[src/rtl/pir_pkg.sv]
// package: register map, field layout, reset values and types of the interval timer
package pir_pkg;

  localparam int unsigned PIR_ADDR_W = 16;
  localparam int unsigned PIR_DATA_W = 32;

  // printed offsets are register indices; byte address is four times the index
  localparam logic [11:0] PIR_IDX_GATE = 12'hf76;
  localparam logic [11:0] PIR_IDX_CTRL = 12'hfc8;
  localparam logic [PIR_ADDR_W-1:0] PIR_ADDR_GATE = {2'h0, PIR_IDX_GATE, 2'h0};
  localparam logic [PIR_ADDR_W-1:0] PIR_ADDR_CTRL = {2'h0, PIR_IDX_CTRL, 2'h0};
  localparam logic [PIR_ADDR_W-1:0] PIR_ADDR_STAT = 16'h0000;
  localparam logic [PIR_ADDR_W-1:0] PIR_ADDR_CLR  = 16'h0004;
  localparam logic [PIR_ADDR_W-1:0] PIR_ADDR_EN   = 16'h0008;
  localparam logic [PIR_ADDR_W-1:0] PIR_ADDR_CNT  = 16'h000c;

  // field positions
  localparam int unsigned PIR_GATE_EN_BIT = 5;
  localparam int unsigned PIR_RUN_BIT     = 0;
  localparam int unsigned PIR_SEL_LSB     = 1;
  localparam int unsigned PIR_SEL_W       = 3;
  localparam int unsigned PIR_EVT_BIT     = 0;

  // reset values
  localparam logic [7:0] PIR_GATE_RST = 8'h00;
  localparam logic [2:0] PIR_SEL_RST  = 3'h0;
  localparam logic       PIR_RUN_RST  = 1'b0;
  localparam logic       PIR_STAT_RST = 1'b0;
  localparam logic       PIR_EN_RST   = 1'b0;

  // interval counter: longest period is 2^15 low-frequency cycles
  localparam int unsigned PIR_CNT_W = 15;

  localparam logic [1:0] PIR_RESP_OKAY   = 2'h0;
  localparam logic [1:0] PIR_RESP_SLVERR = 2'h2;

  typedef enum logic [1:0] {
    BUS_IDLE = 2'b01,
    BUS_RESP = 2'b10
  } pir_bus_e;

  typedef struct packed {
    logic [PIR_SEL_W-1:0] sel;
    logic                 run;
  } pir_ctrl_s;

  // low bits that must wrap to zero for the selected interval
  function automatic logic [PIR_CNT_W-1:0] pir_interval_mask(input logic [PIR_SEL_W-1:0] sel);
    logic [PIR_CNT_W-1:0] all_ones;
    all_ones = '1;
    pir_interval_mask = all_ones >> sel;
  endfunction : pir_interval_mask

endpackage : pir_pkg

[src/rtl/pir_sync.sv]
// two-flop synchroniser for asynchronous pin inputs
`timescale 1ns/1ns
`default_nettype none
module pir_sync #(
  parameter int unsigned W = 4
) (
  input  wire logic         clk,
  input  wire logic         rst_n,
  input  wire logic [W-1:0] d,
  output var  logic [W-1:0] q
);

  logic [W-1:0] meta_r;

  always_ff @(posedge clk or negedge rst_n) begin
    if (!rst_n) begin
      meta_r <= '0;
      q      <= '0;
    end else begin
      meta_r <= d;
      q      <= meta_r;
    end
  end

endmodule : pir_sync
`default_nettype wire

[src/rtl/pir_top.sv]
// interval timer top: register slave, interval counter and interrupt logic
//
// Decided for this implementation: the AXI4-Lite slave port.
`timescale 1ns/1ns
`default_nettype none
// What this block does
// - select code 0..7 gives 2^15..2^8 cycles
// - counter counts low-frequency edges while running
// - event at each interval, counter keeps going
// - run cleared: counter zeroed and halted
// - selection writes ignored while running
// - starting write may load selection, stopping not
// - run bit zero after reset
// - oscillator off, stop or sleep0 clear run
// - gate enable bit gates block operation
// - gate enable resets to zero
// - operates only while oscillator runs, not sleep0
module pir_top
  import pir_pkg::*;
(
  input  wire logic                  REF_CLK,
  input  wire logic                  RST_N,
  input  wire logic                  LF_CLK,
  input  wire logic                  LOW_OSC_EN,
  input  wire logic                  STOP_MODE,
  input  wire logic                  SLEEP0_MODE,
  input  wire logic [PIR_ADDR_W-1:0] S_AXI_AWADDR,
  input  wire logic                  S_AXI_AWVALID,
  output var  logic                  S_AXI_AWREADY,
  input  wire logic [PIR_DATA_W-1:0] S_AXI_WDATA,
  input  wire logic [3:0]            S_AXI_WSTRB,
  input  wire logic                  S_AXI_WVALID,
  output var  logic                  S_AXI_WREADY,
  output var  logic [1:0]            S_AXI_BRESP,
  output var  logic                  S_AXI_BVALID,
  input  wire logic                  S_AXI_BREADY,
  input  wire logic [PIR_ADDR_W-1:0] S_AXI_ARADDR,
  input  wire logic                  S_AXI_ARVALID,
  output var  logic                  S_AXI_ARREADY,
  output var  logic [PIR_DATA_W-1:0] S_AXI_RDATA,
  output var  logic [1:0]            S_AXI_RRESP,
  output var  logic                  S_AXI_RVALID,
  input  wire logic                  S_AXI_RREADY,
  output var  logic                  INTERVAL_IRQ,
  output var  logic                  IRQ
);

  // pin synchronisation
  logic [3:0]            pin_s;
  logic                  lf_s;
  logic                  osc_en_s;
  logic                  stop_s;
  logic                  sleep0_s;
  logic                  lf_prev_r;
  logic                  lf_rise;

  // write channel
  pir_bus_e              wr_state_r;
  logic                  aw_held_r;
  logic                  w_held_r;
  logic [PIR_ADDR_W-1:0] awaddr_r;
  logic [PIR_DATA_W-1:0] wdata_r;
  logic [3:0]            wstrb_r;
  logic                  aw_hs;
  logic                  w_hs;
  logic                  wr_fire;
  logic                  wr_lo;
  logic                  wr_hit;
  logic                  wr_gate;
  logic                  wr_ctrl;
  logic                  wr_clr;
  logic                  wr_en;

  // read channel
  pir_bus_e              rd_state_r;
  logic                  ar_hs;
  logic                  rd_hit;
  logic [PIR_DATA_W-1:0] rd_data;

  // block state
  logic [7:0]            gate_r;
  logic                  gate_en;
  pir_ctrl_s             ctrl_r;
  pir_ctrl_s             ctrl_nxt;
  logic                  sel_load;
  logic                  stop_req;
  logic                  cnt_ok;
  logic                  cnt_step;
  logic [PIR_CNT_W-1:0]  cnt_r;
  logic [PIR_CNT_W-1:0]  cnt_inc;
  logic [PIR_CNT_W-1:0]  cnt_nxt;
  logic                  tick;
  logic                  stat_r;
  logic                  stat_nxt;
  logic                  en_r;

  // low-frequency clock is sampled as a level, never used as a clock edge
  pir_sync #(
    .W (4)
  ) u_sync (
    .clk   (REF_CLK),
    .rst_n (RST_N),
    .d     ({SLEEP0_MODE, STOP_MODE, LOW_OSC_EN, LF_CLK}),
    .q     (pin_s)
  );

  assign lf_s     = pin_s[0];
  assign osc_en_s = pin_s[1];
  assign stop_s   = pin_s[2];
  assign sleep0_s = pin_s[3];
  assign lf_rise  = lf_s & ~lf_prev_r;

  always_ff @(posedge REF_CLK or negedge RST_N) begin
    if (!RST_N) begin
      lf_prev_r <= 1'b0;
    end else begin
      lf_prev_r <= lf_s;
    end
  end

  // write address and data are taken independently, in either order
  assign aw_hs   = S_AXI_AWVALID & S_AXI_AWREADY;
  assign w_hs    = S_AXI_WVALID & S_AXI_WREADY;
  assign wr_fire = (wr_state_r == BUS_IDLE) & aw_held_r & w_held_r;
  assign wr_lo   = wr_fire & wstrb_r[0];
  assign wr_hit  = (awaddr_r == PIR_ADDR_GATE) | (awaddr_r == PIR_ADDR_CTRL)
                 | (awaddr_r == PIR_ADDR_STAT) | (awaddr_r == PIR_ADDR_CLR)
                 | (awaddr_r == PIR_ADDR_EN)   | (awaddr_r == PIR_ADDR_CNT);
  assign wr_gate = wr_lo & (awaddr_r == PIR_ADDR_GATE);
  assign wr_ctrl = wr_lo & (awaddr_r == PIR_ADDR_CTRL) & gate_en;
  assign wr_clr  = wr_lo & (awaddr_r == PIR_ADDR_CLR);
  assign wr_en   = wr_lo & (awaddr_r == PIR_ADDR_EN);

  always_ff @(posedge REF_CLK or negedge RST_N) begin
    if (!RST_N) begin
      wr_state_r    <= BUS_IDLE;
      aw_held_r     <= 1'b0;
      w_held_r      <= 1'b0;
      awaddr_r      <= '0;
      wdata_r       <= '0;
      wstrb_r       <= '0;
      S_AXI_AWREADY <= 1'b1;
      S_AXI_WREADY  <= 1'b1;
      S_AXI_BVALID  <= 1'b0;
      S_AXI_BRESP   <= PIR_RESP_OKAY;
    end else begin
      if (aw_hs) begin
        aw_held_r     <= 1'b1;
        awaddr_r      <= S_AXI_AWADDR;
        S_AXI_AWREADY <= 1'b0;
      end
      if (w_hs) begin
        w_held_r     <= 1'b1;
        wdata_r      <= S_AXI_WDATA;
        wstrb_r      <= S_AXI_WSTRB;
        S_AXI_WREADY <= 1'b0;
      end
      case (wr_state_r)
        BUS_IDLE: begin
          if (wr_fire) begin
            S_AXI_BVALID <= 1'b1;
            S_AXI_BRESP  <= wr_hit ? PIR_RESP_OKAY : PIR_RESP_SLVERR;
            wr_state_r   <= BUS_RESP;
          end
        end
        BUS_RESP: begin
          if (S_AXI_BREADY) begin
            S_AXI_BVALID  <= 1'b0;
            aw_held_r     <= 1'b0;
            w_held_r      <= 1'b0;
            S_AXI_AWREADY <= 1'b1;
            S_AXI_WREADY  <= 1'b1;
            wr_state_r    <= BUS_IDLE;
          end
        end
        default: begin
          wr_state_r <= BUS_IDLE;
        end
      endcase
    end
  end

  // read data is captured at the address handshake
  assign ar_hs  = S_AXI_ARVALID & S_AXI_ARREADY;
  assign rd_hit = (S_AXI_ARADDR == PIR_ADDR_GATE) | (S_AXI_ARADDR == PIR_ADDR_CTRL)
                | (S_AXI_ARADDR == PIR_ADDR_STAT) | (S_AXI_ARADDR == PIR_ADDR_CLR)
                | (S_AXI_ARADDR == PIR_ADDR_EN)   | (S_AXI_ARADDR == PIR_ADDR_CNT);
  assign rd_data =
      (S_AXI_ARADDR == PIR_ADDR_GATE) ? {24'h0, gate_r} :
      (S_AXI_ARADDR == PIR_ADDR_CTRL) ? {28'h0, ctrl_r.sel, ctrl_r.run} :
      (S_AXI_ARADDR == PIR_ADDR_STAT) ? {31'h0, stat_r} :
      (S_AXI_ARADDR == PIR_ADDR_EN)   ? {31'h0, en_r} :
      (S_AXI_ARADDR == PIR_ADDR_CNT)  ? {17'h0, cnt_r} :
      32'h0;

  always_ff @(posedge REF_CLK or negedge RST_N) begin
    if (!RST_N) begin
      rd_state_r    <= BUS_IDLE;
      S_AXI_ARREADY <= 1'b1;
      S_AXI_RVALID  <= 1'b0;
      S_AXI_RDATA   <= '0;
      S_AXI_RRESP   <= PIR_RESP_OKAY;
    end else begin
      case (rd_state_r)
        BUS_IDLE: begin
          if (ar_hs) begin
            S_AXI_ARREADY <= 1'b0;
            S_AXI_RVALID  <= 1'b1;
            S_AXI_RDATA   <= rd_data;
            S_AXI_RRESP   <= rd_hit ? PIR_RESP_OKAY : PIR_RESP_SLVERR;
            rd_state_r    <= BUS_RESP;
          end
        end
        BUS_RESP: begin
          if (S_AXI_RREADY) begin
            S_AXI_RVALID  <= 1'b0;
            S_AXI_ARREADY <= 1'b1;
            rd_state_r    <= BUS_IDLE;
          end
        end
        default: begin
          rd_state_r <= BUS_IDLE;
        end
      endcase
    end
  end

  // gate register: all eight bits stored, bit 5 enables the timer
  assign gate_en = gate_r[PIR_GATE_EN_BIT];

  always_ff @(posedge REF_CLK or negedge RST_N) begin
    if (!RST_N) begin
      gate_r <= PIR_GATE_RST;
    end else if (wr_gate) begin
      gate_r <= wdata_r[7:0];
    end
  end

  // selection loads only while stopped, so a stopping write keeps it
  assign sel_load = wr_ctrl & ~ctrl_r.run;
  // hardware stop acts only while running, so a software start in the same cycle wins and is cleared a cycle later
  assign stop_req = ctrl_r.run & (~osc_en_s | stop_s | sleep0_s);

  assign ctrl_nxt.sel = sel_load ? wdata_r[PIR_SEL_LSB +: PIR_SEL_W] : ctrl_r.sel;
  assign ctrl_nxt.run = stop_req ? 1'b0 :
                        wr_ctrl  ? wdata_r[PIR_RUN_BIT] : ctrl_r.run;

  always_ff @(posedge REF_CLK or negedge RST_N) begin
    if (!RST_N) begin
      ctrl_r.sel <= PIR_SEL_RST;
      ctrl_r.run <= PIR_RUN_RST;
    end else begin
      ctrl_r <= ctrl_nxt;
    end
  end

  // interval counter; gate off freezes it rather than cutting a real clock
  assign cnt_ok   = gate_en & osc_en_s & ~stop_s & ~sleep0_s;
  assign cnt_step = ctrl_r.run & lf_rise & cnt_ok;
  assign cnt_inc  = cnt_r + 15'h0001;
  assign cnt_nxt  = ~ctrl_r.run ? '0 : cnt_step ? cnt_inc : cnt_r;
  // all periods divide 2^15, so wrap-around keeps every interval exact
  assign tick     = cnt_step & ((cnt_inc & pir_interval_mask(ctrl_r.sel)) == '0);

  always_ff @(posedge REF_CLK or negedge RST_N) begin
    if (!RST_N) begin
      cnt_r <= '0;
    end else begin
      cnt_r <= cnt_nxt;
    end
  end

  // sticky status: a new event wins over a clear in the same cycle
  assign stat_nxt = tick | (stat_r & ~(wr_clr & wdata_r[PIR_EVT_BIT]));

  always_ff @(posedge REF_CLK or negedge RST_N) begin
    if (!RST_N) begin
      stat_r       <= PIR_STAT_RST;
      en_r         <= PIR_EN_RST;
      INTERVAL_IRQ <= 1'b0;
      IRQ          <= 1'b0;
    end else begin
      stat_r       <= stat_nxt;
      INTERVAL_IRQ <= tick;
      IRQ          <= stat_r & en_r;
      if (wr_en) begin
        en_r <= wdata_r[PIR_EVT_BIT];
      end
    end
  end

endmodule : pir_top
`default_nettype wire

[config.mk]
export PLATFORM = sky130hd
export DESIGN_NAME = pir_top
export DESIGN_NICKNAME = d
export VERILOG_FILES = /design/src/rtl/pir_pkg.sv /design/src/rtl/pir_sync.sv /design/src/rtl/pir_top.sv
export SDC_FILE = /design/constraint.sdc
export NUM_CORES = 1
export LEC_CHECK = 0
export BUFFER_PORTS_ARGS = -buffer_cell sky130_fd_sc_hd__buf_4
export CORE_MARGIN = 2
export CORE_UTILIZATION = 40
export CTS_CLUSTER_SIZE = 30
export DETAILED_ROUTE_END_ITERATION = 7
export PLACE_DENSITY = 0.65
export RECOVER_POWER = 25
export REMOVE_ABC_BUFFERS = 1
export SETUP_SLACK_MARGIN = 0.4
export SYNTH_ARGS = -nofsm -noshare
export SYNTH_HDL_FRONTEND = slang
export SYNTH_SLANG_ARGS = --single-unit
[constraint.sdc]
create_clock -name REF_CLK -period 1.94 [get_ports REF_CLK]
set_clock_uncertainty 0.15 [all_clocks]
set_input_delay 0.097 -clock REF_CLK [delete_from_list [all_inputs] [get_ports REF_CLK]]
set_output_delay 0.097 -clock REF_CLK [all_outputs]
set_load 0.02 [all_outputs]
==> results.sh, run 1 <==
export IMPL_status="finished with violations"
export IMPL_violations="setup timing"
export IMPL_period_share_pct=104.5
export IMPL_wl_per_cell_um=16.86
export IMPL_r2r_cells=8
export IMPL_hold_depth=4
export IMPL_fillers=849
export IMPL_critical_path_class="flip-flop to flip-flop"
export IMPL_cts_buffers=9
export IMPL_synthCells=401
export IMPL_wl_um=12460
export IMPL_die_w_um=108.5
export IMPL_postRouteAntennaNets=0
export IMPL_yosysTopAreaCellShare_pct=50.46
export IMPL_path_max_fanout=3
export IMPL_rows=38
export IMPL_drv_cap=0
export IMPL_setup_viol=6
export IMPL_hpwl_um=7441
export IMPL_path_delay_family="simple AND/OR/NAND/NOR gates"
export IMPL_start_kind="flip-flop"
export IMPL_grt_first_pass_wirelength_um=19130
export IMPL_critPathRequiredTime_ps=2070
export IMPL_min_delay_path_class="primary input to flip-flop"
export IMPL_overflow=0
export IMPL_leakage_uw=0.003280
export IMPL_tightest_slew_ps=1404
export IMPL_die_h_um=108.5
export IMPL_syn2layout_area_growth_pct=59.37
export IMPL_slew_viol_final=0
export IMPL_insertion_delay_ps=370
export IMPL_root_buffer="clkbuf_8"
export IMPL_cp_num_buf_inv=2
export IMPL_crit_cells=8
export IMPL_crit_slowest_cell="dfrtp_1"
export IMPL_synth_seq_cells=93
export IMPL_grtUsageTotal_pct=21.05
export IMPL_vdd_drop_max_mv=0.6165
export IMPL_dr_first_iter_drc_count=182
export IMPL_grt_max_degree=35
export IMPL_gp_congestion=0.8546
export IMPL_ys_seq_area_share_pct=53.47
export IMPL_start_util_pct=40.61
export IMPL_avgViaCountPerCell=5.161
export IMPL_yosysTopAreaCell="dfrtp_1"
export IMPL_io_pin_count=122
export IMPL_cts_tree="done"
export IMPL_antenna_found_initial=0
export IMPL_fmax_ghz=0.4930
export IMPL_avgSynthCellArea_um2=10.88
export IMPL_relSlewSlack_pct=6.370
export IMPL_clkSinkCount=93
export IMPL_powerDensity_nw_per_um2=727.0
export IMPL_rsz0062_at_grt="true"
export IMPL_synth_edff_count=0
export IMPL_dp_slack_ps=-174.7
export IMPL_nets=674
export IMPL_finalSetupTns_ps=-254.7
export IMPL_layout_setup_ws_ps=-88.20
export IMPL_port_buffer_count=75
export IMPL_drc=0
export IMPL_num_vias=3814
export IMPL_diodes=0
export IMPL_core_um2=10750
export IMPL_drt_pre_antenna_iters=4
export IMPL_yosys_warnings=0
export IMPL_htree_levels=3
export IMPL_end_kind="flip-flop"
export IMPL_clock_path_buffers=2
export IMPL_fin_crit_ps=2028
export IMPL_timing_hold_violations_final=0
export IMPL_synth_area_leaders="dfrtp_1 50%, mux2_2 9.5%, nand2_1 3.6%"
export IMPL_ys_types=56
export IMPL_synthArstFlopShare_pct=100.0
export IMPL_crit_chain="buf_6 -> nand3_2 -> buf_6 -> nor2_4 -> xor2_1 -> nor4_2 -> nand4_1 -> o31ai_1"
export IMPL_synth_ff_type="dfrtp_1"
export IMPL_netlist_area_um2=4364
export IMPL_slowest_delay_ps=390
export IMPL_clkTransAtPathRegs_ps=90
export IMPL_drive_gt1_share_pct=50.58
export IMPL_place_area_um2=5388
export IMPL_grt_pass1_vias=3891
export IMPL_timing_critical_path_mode_cell="buf_6"
export IMPL_die_area_um2=11760
export IMPL_stdcell_area_um2=6955
export IMPL_arrival_ps=2160
-- cells in the mapped netlist, types with 3 or more instances --
cell type and count:
dfrtp_1 88, nand2_1 42, mux2_2 37, nor2_1 33, o21ai_0 23, buf_4 20, inv_1 11, nand3_1 11
clkbuf_1 9, o31ai_1 8, nor4_1 7, xnor2_1 7, nand4_1 6, nor2b_1 6, a221oi_1 5, and2_1 5
dfstp_2 5, nor3_1 5, a222oi_1 4, buf_2 4, o21ai_1 4, o41ai_1 4, or3_1 4, a21o_1 3
and3_1 3, nand2b_1 3, nand4b_1 3, o21a_1 3, xor2_1 3
-- worst paths after layout --
path / start / end / slack (ps)
setup / recovery: cnt_r[0]$_DFFE_PN0P_ / stat_r$_DFF_PN0_ / -90
hold / removal: S_AXI_ARADDR[3] / S_AXI_RDATA[0]$_DFFE_PN0P_ / 80
min in group asynchronous: RST_N / u_sync.meta_r[1]$_DFF_PN0_ / 430
setup reg to reg: cnt_r[0]$_DFFE_PN0P_ / stat_r$_DFF_PN0_ / -90
max in group asynchronous: RST_N / S_AXI_WREADY$_DFF_PN1_ / 180
hold reg to reg: u_sync.meta_r[2]$_DFF_PN0_ / u_sync.q[2]$_DFF_PN0_ / 210
-- power by group --
group	internal (µW)	total (µW)	leakage [µW]	switching [µW]
clock network	605	1340	0.0000895	732
registers	2280	2530	0.00120	244
logic	702	1190	0.00199	491
total	3590	5060	0.00328	1470
-- metrics by stage --
stage	utilization [%]	cells	hold WS (ps)	total power, µW
floorplan	-	383	-348.6	2986
global placement	50.14	651	-125.3	3452
detailed placement	50.14	651	-118.3	3491
CTS	61.24	724	21.26	4982
global route	64.73	739	99.60	5337
finish	64.73	739	83.30	5057
-- timing repair --
action / in CTS / in global routing
gates cloned: 3 / 1
pin swaps: 45 / 34
buffers inserted: 17 / 14
endpoints found under the setup margin: 44 / 46
hold buffers: 37 / 0
resized for setup: 111 / 52
hold endpoints to repair: 133 / 0
-- area by class of cell --
cell class / instances / area (µm²) / area share [%]
well taps: 140 / 175.2 / 2.518
multi-input cells: 280 / 2401 / 34.52
clock buffers: 10 / 127.6 / 1.835
inverters: 11 / 41.29 / 0.5936
clock inverters: 6 / 70.07 / 1.007
repair buffers: 199 / 1804 / 25.94
flip-flops and latches: 93 / 2336 / 33.59
-- sequential cells by signal, summed over array words and instances (netlist names), 2 cells and up --
signal and count:
awaddr_r 16, S_AXI_RDATA 15, u_sync.q 4, wr_state_r 2
gate_r 8, cnt_r 15, u_sync.meta_r 4, ctrl_r 4
rd_state_r 2, wdata_r 8
-- metal layers --
metal	track usage [%]	share of wire, %	wire, µm	up-vias
met5	0	0	0	-
met4	8.150	2.4	293	0
met3	3.376	5.0	626	23
met2	37.59	53	6653	123
met1	25.33	39	4884	1885
li1	-	-	-	1783
-- tightest hold or removal path, stage by stage --
cell and delay [ps]:
buf_4 110, a22o_1 140, a222oi_1 80, o21ai_1 140
-- cells in the final DEF, fill, tap and decap left out, types with 6 or more instances in the layout --
cell type and n:
nand2_1 35, xnor2_1 6, nor2_4 10, nor2_1 22
buf_6 23, dlygate4sd3_1 37, o21ai_0 6, clkbuf_8 9
dfrtp_1 86, o21ai_2 10, inv_1 11, nand3_1 6
mux2_2 34, o21ai_1 8, nand4_1 6, buf_4 124
conb_1 19, buf_12 7
-- logic make-up (layout without fill, tap and decap cells) --
logic type                 after synthesis  after routing  share of synthesized area [%]
DFF                                     93             93                          53.47
xor gates and xnor gates                10             10                          2.007
adders and majority gates                1              1                         0.2867
and+or+nand+nor                        144            145                          17.86
other                                    1             19                        0.08593
muxes                                   39             39                          10.01
buffers and inverters                   47            226                          5.934
AOI/OAI and AO/OA                       66             66                          10.35
Note: power is estimated with default switching activity, not from simulation.
==> run 2, diff against run 1 <==
Settings changed: CORE_MARGIN 2 to not set.
==> results.sh, run 2 (synthesized netlist as in run 1, its figures left out) <==
export IMPL_leakage_uw=0.003376
export IMPL_vdd_drop_max_mv=0.5818
export IMPL_hold_depth=4
export IMPL_hold_end="S_AXI_RDATA[0]$_DFFE_PN0P_"
export IMPL_r2r_cells=9
export IMPL_core_um2=10460
export IMPL_layout_setup_ws_ps=-276.1
export IMPL_largest_reg_flops=16
export IMPL_drt_pre_antenna_iters=4
export IMPL_regToRegSetupSlack_ps=-280
export IMPL_critPathRequiredTime_ps=2060
export IMPL_die_area_um2=11330
export IMPL_intPower_uw=3470
export IMPL_rows=37
export IMPL_critical_path_class="flip-flop to flip-flop"
export IMPL_clock_path_buffers=2
export IMPL_drive_gt1_share_pct=51.97
export IMPL_fin_crit_ps=2216
export IMPL_postRouteAntennaNets=0
export IMPL_power_share_clock_pct=24.8
export IMPL_grt_pass1_vias=4035
export IMPL_insertion_delay_ps=370
export IMPL_utilization_pct=67.03
export IMPL_grtUsageTotal_pct=22.16
export IMPL_hp_start="S_AXI_ARADDR[3]"
export IMPL_relSlewSlack_pct=45.84
export IMPL_setup_viol=9
export IMPL_arrival_ps=2340
export IMPL_violations="setup timing"
export IMPL_die_w_um=106.5
export IMPL_timing_hold_violations_final=0
export IMPL_p_sw_share_pct=30.17
export IMPL_seq_power_share_pct=51.2
export IMPL_end_kind="flip-flop"
export IMPL_start_util_pct=41.71
export IMPL_nets=685
export IMPL_grt_first_pass_wirelength_um=19510
export IMPL_dr_first_iter_drc_count=170
export IMPL_powerDensity_nw_per_um2=708.4
export IMPL_tightest_slew_ps=812.4
export IMPL_reg2reg_from="cnt_r[4]$_DFFE_PN0P_"
export IMPL_min_delay_path_class="primary input to flip-flop"
export IMPL_drv_cap=0
export IMPL_syn2layout_area_growth_pct=60.69
export IMPL_regMostFlops="awaddr_r"
export IMPL_drc=0
export IMPL_final_common_cell="buf_4"
export IMPL_htree_levels=3
export IMPL_status="finished with violations"
export IMPL_clkSinkCount=93
export IMPL_clkTransAtPathRegs_ps=100
export IMPL_reg_largest_list="awaddr_r: 16 flops, S_AXI_RDATA: 15 flops, cnt_r: 15 flops"
export IMPL_slew_viol_final=0
export IMPL_gp_congestion=0.8887
export IMPL_layout_common_cells="133 x buf_4, 86 x dfrtp_1, 37 x nand2_1, 37 x dlygate4sd3_1, 28 x buf_6"
export IMPL_cts_buffers=9
export IMPL_die_h_um=106.5
export IMPL_num_vias=3868
export IMPL_rsz0062_at_grt="true"
export IMPL_port_buffer_count=75
export IMPL_timing_rr_end="stat_r$_DFF_PN0_"
export IMPL_path_max_fanout=3
export IMPL_diodes=0
export IMPL_period_share_pct=114.2
export IMPL_start_kind="flip-flop"
export IMPL_fmax_ghz=0.4512
export IMPL_overflow=0
export IMPL_comb_power_share_pct=24.0
export IMPL_antenna_found_initial=0
export IMPL_cts_tree="done"
export IMPL_grt_max_degree=35
export IMPL_power_switching_uw=1499
export IMPL_wl_per_cell_um=17.09
export IMPL_root_buffer="clkbuf_8"
export IMPL_wl_um=12750
export IMPL_avgViaCountPerCell=5.185
export IMPL_hpwl_um=7341
export IMPL_holdWs_ps=45.99
export IMPL_dp_slack_ps=-349.5
export IMPL_io_pin_count=122
-- run 2: through the flow --
step                      instances  total power (µW)  instance area, µm²  TNS [ps]
after global routing            746              5235                7013     -2019
after global placement          654              3405                5423     -1258
final                           746              4968                7013     -1192
after detailed placement        654              3453                5423     -2037
after CTS                       725              4919                6553    -494.8
after floorplan                 383              2986                4214     -5638
-- run 2: how the worst max path moves through the flow --
stage / from / end / slack [ps] / cells past startpoint
after detailed placement: awaddr_r[4]$_DFFE_PN0P_ / stat_r$_DFF_PN0_ / -350 / 6
final: cnt_r[4]$_DFFE_PN0P_ / stat_r$_DFF_PN0_ / -280 / 9
after floorplan: ctrl_r[0]$_DFFE_PN0P_ / cnt_r[12]$_DFFE_PN0P_ / -510 / 6
after global placement: awaddr_r[4]$_DFFE_PN0P_ / stat_r$_DFF_PN0_ / -370 / 6
after global routing: cnt_r[4]$_DFFE_PN0P_ / stat_r$_DFF_PN0_ / -360 / 8
after CTS: awaddr_r[7]$_DFFE_PN0P_ / ctrl_r[1]$_DFFE_PN0P_ / -100 / 6
-- run 2: power by group through the flow --
stage	registers [µW]	logic, µW	clock network, µW
after floorplan	2510	472	0
final	2540	1190	1230
after CTS	2530	1130	1250
after detailed placement	2540	910	0
after global placement	2520	883	0
after global routing	2590	1300	1340
-- run 2: worst max-delay path: stages (launching register included) --
cell and delay [ps]:
dfrtp_1 410, buf_6 130, nand4_4 140, nor4_4 290, buf_4 180, xnor2_1 120
o21a_1 210, o32ai_2 130, buf_4 170, o31ai_4 170
-- run 2: metal layers --
| metal | global-route usage, % | part of all wire (%) | vias to the layer above |
|---|---|---|---|
| met5 | 0 | 0 | - |
| met4 | 7.926 | 2.8 | 0 |
| met3 | 5.334 | 5.6 | 29 |
| met2 | 39.84 | 53 | 154 |
| met1 | 25.51 | 39 | 1885 |
| li1 | - | - | 1800 |
-- run 2: repair_timing --
| item | CTS | global route |
|---|---|---|
| gates resized for setup | 106 | 70 |
| endpoints found under the setup margin | 47 | 45 |
| gates cloned | 2 | 3 |
| hold buffers | 37 | 0 |
| setup buffers | 16 | 18 |
| pin swaps | 27 | 30 |
| endpoints found under the hold margin | 135 | 0 |
-- run 2: final cells by class --
cell class                      instances  area (µm²)
Fill cell                             732        3450
Multi-Input combinational cell        280        2424
Sequential cell                        93        2336
Timing Repair Buffer                  210        1862
Tap cell                              136       170.2
Clock buffer                            9       123.9
Clock inverter                          7       56.30
Inverter                               11       41.29
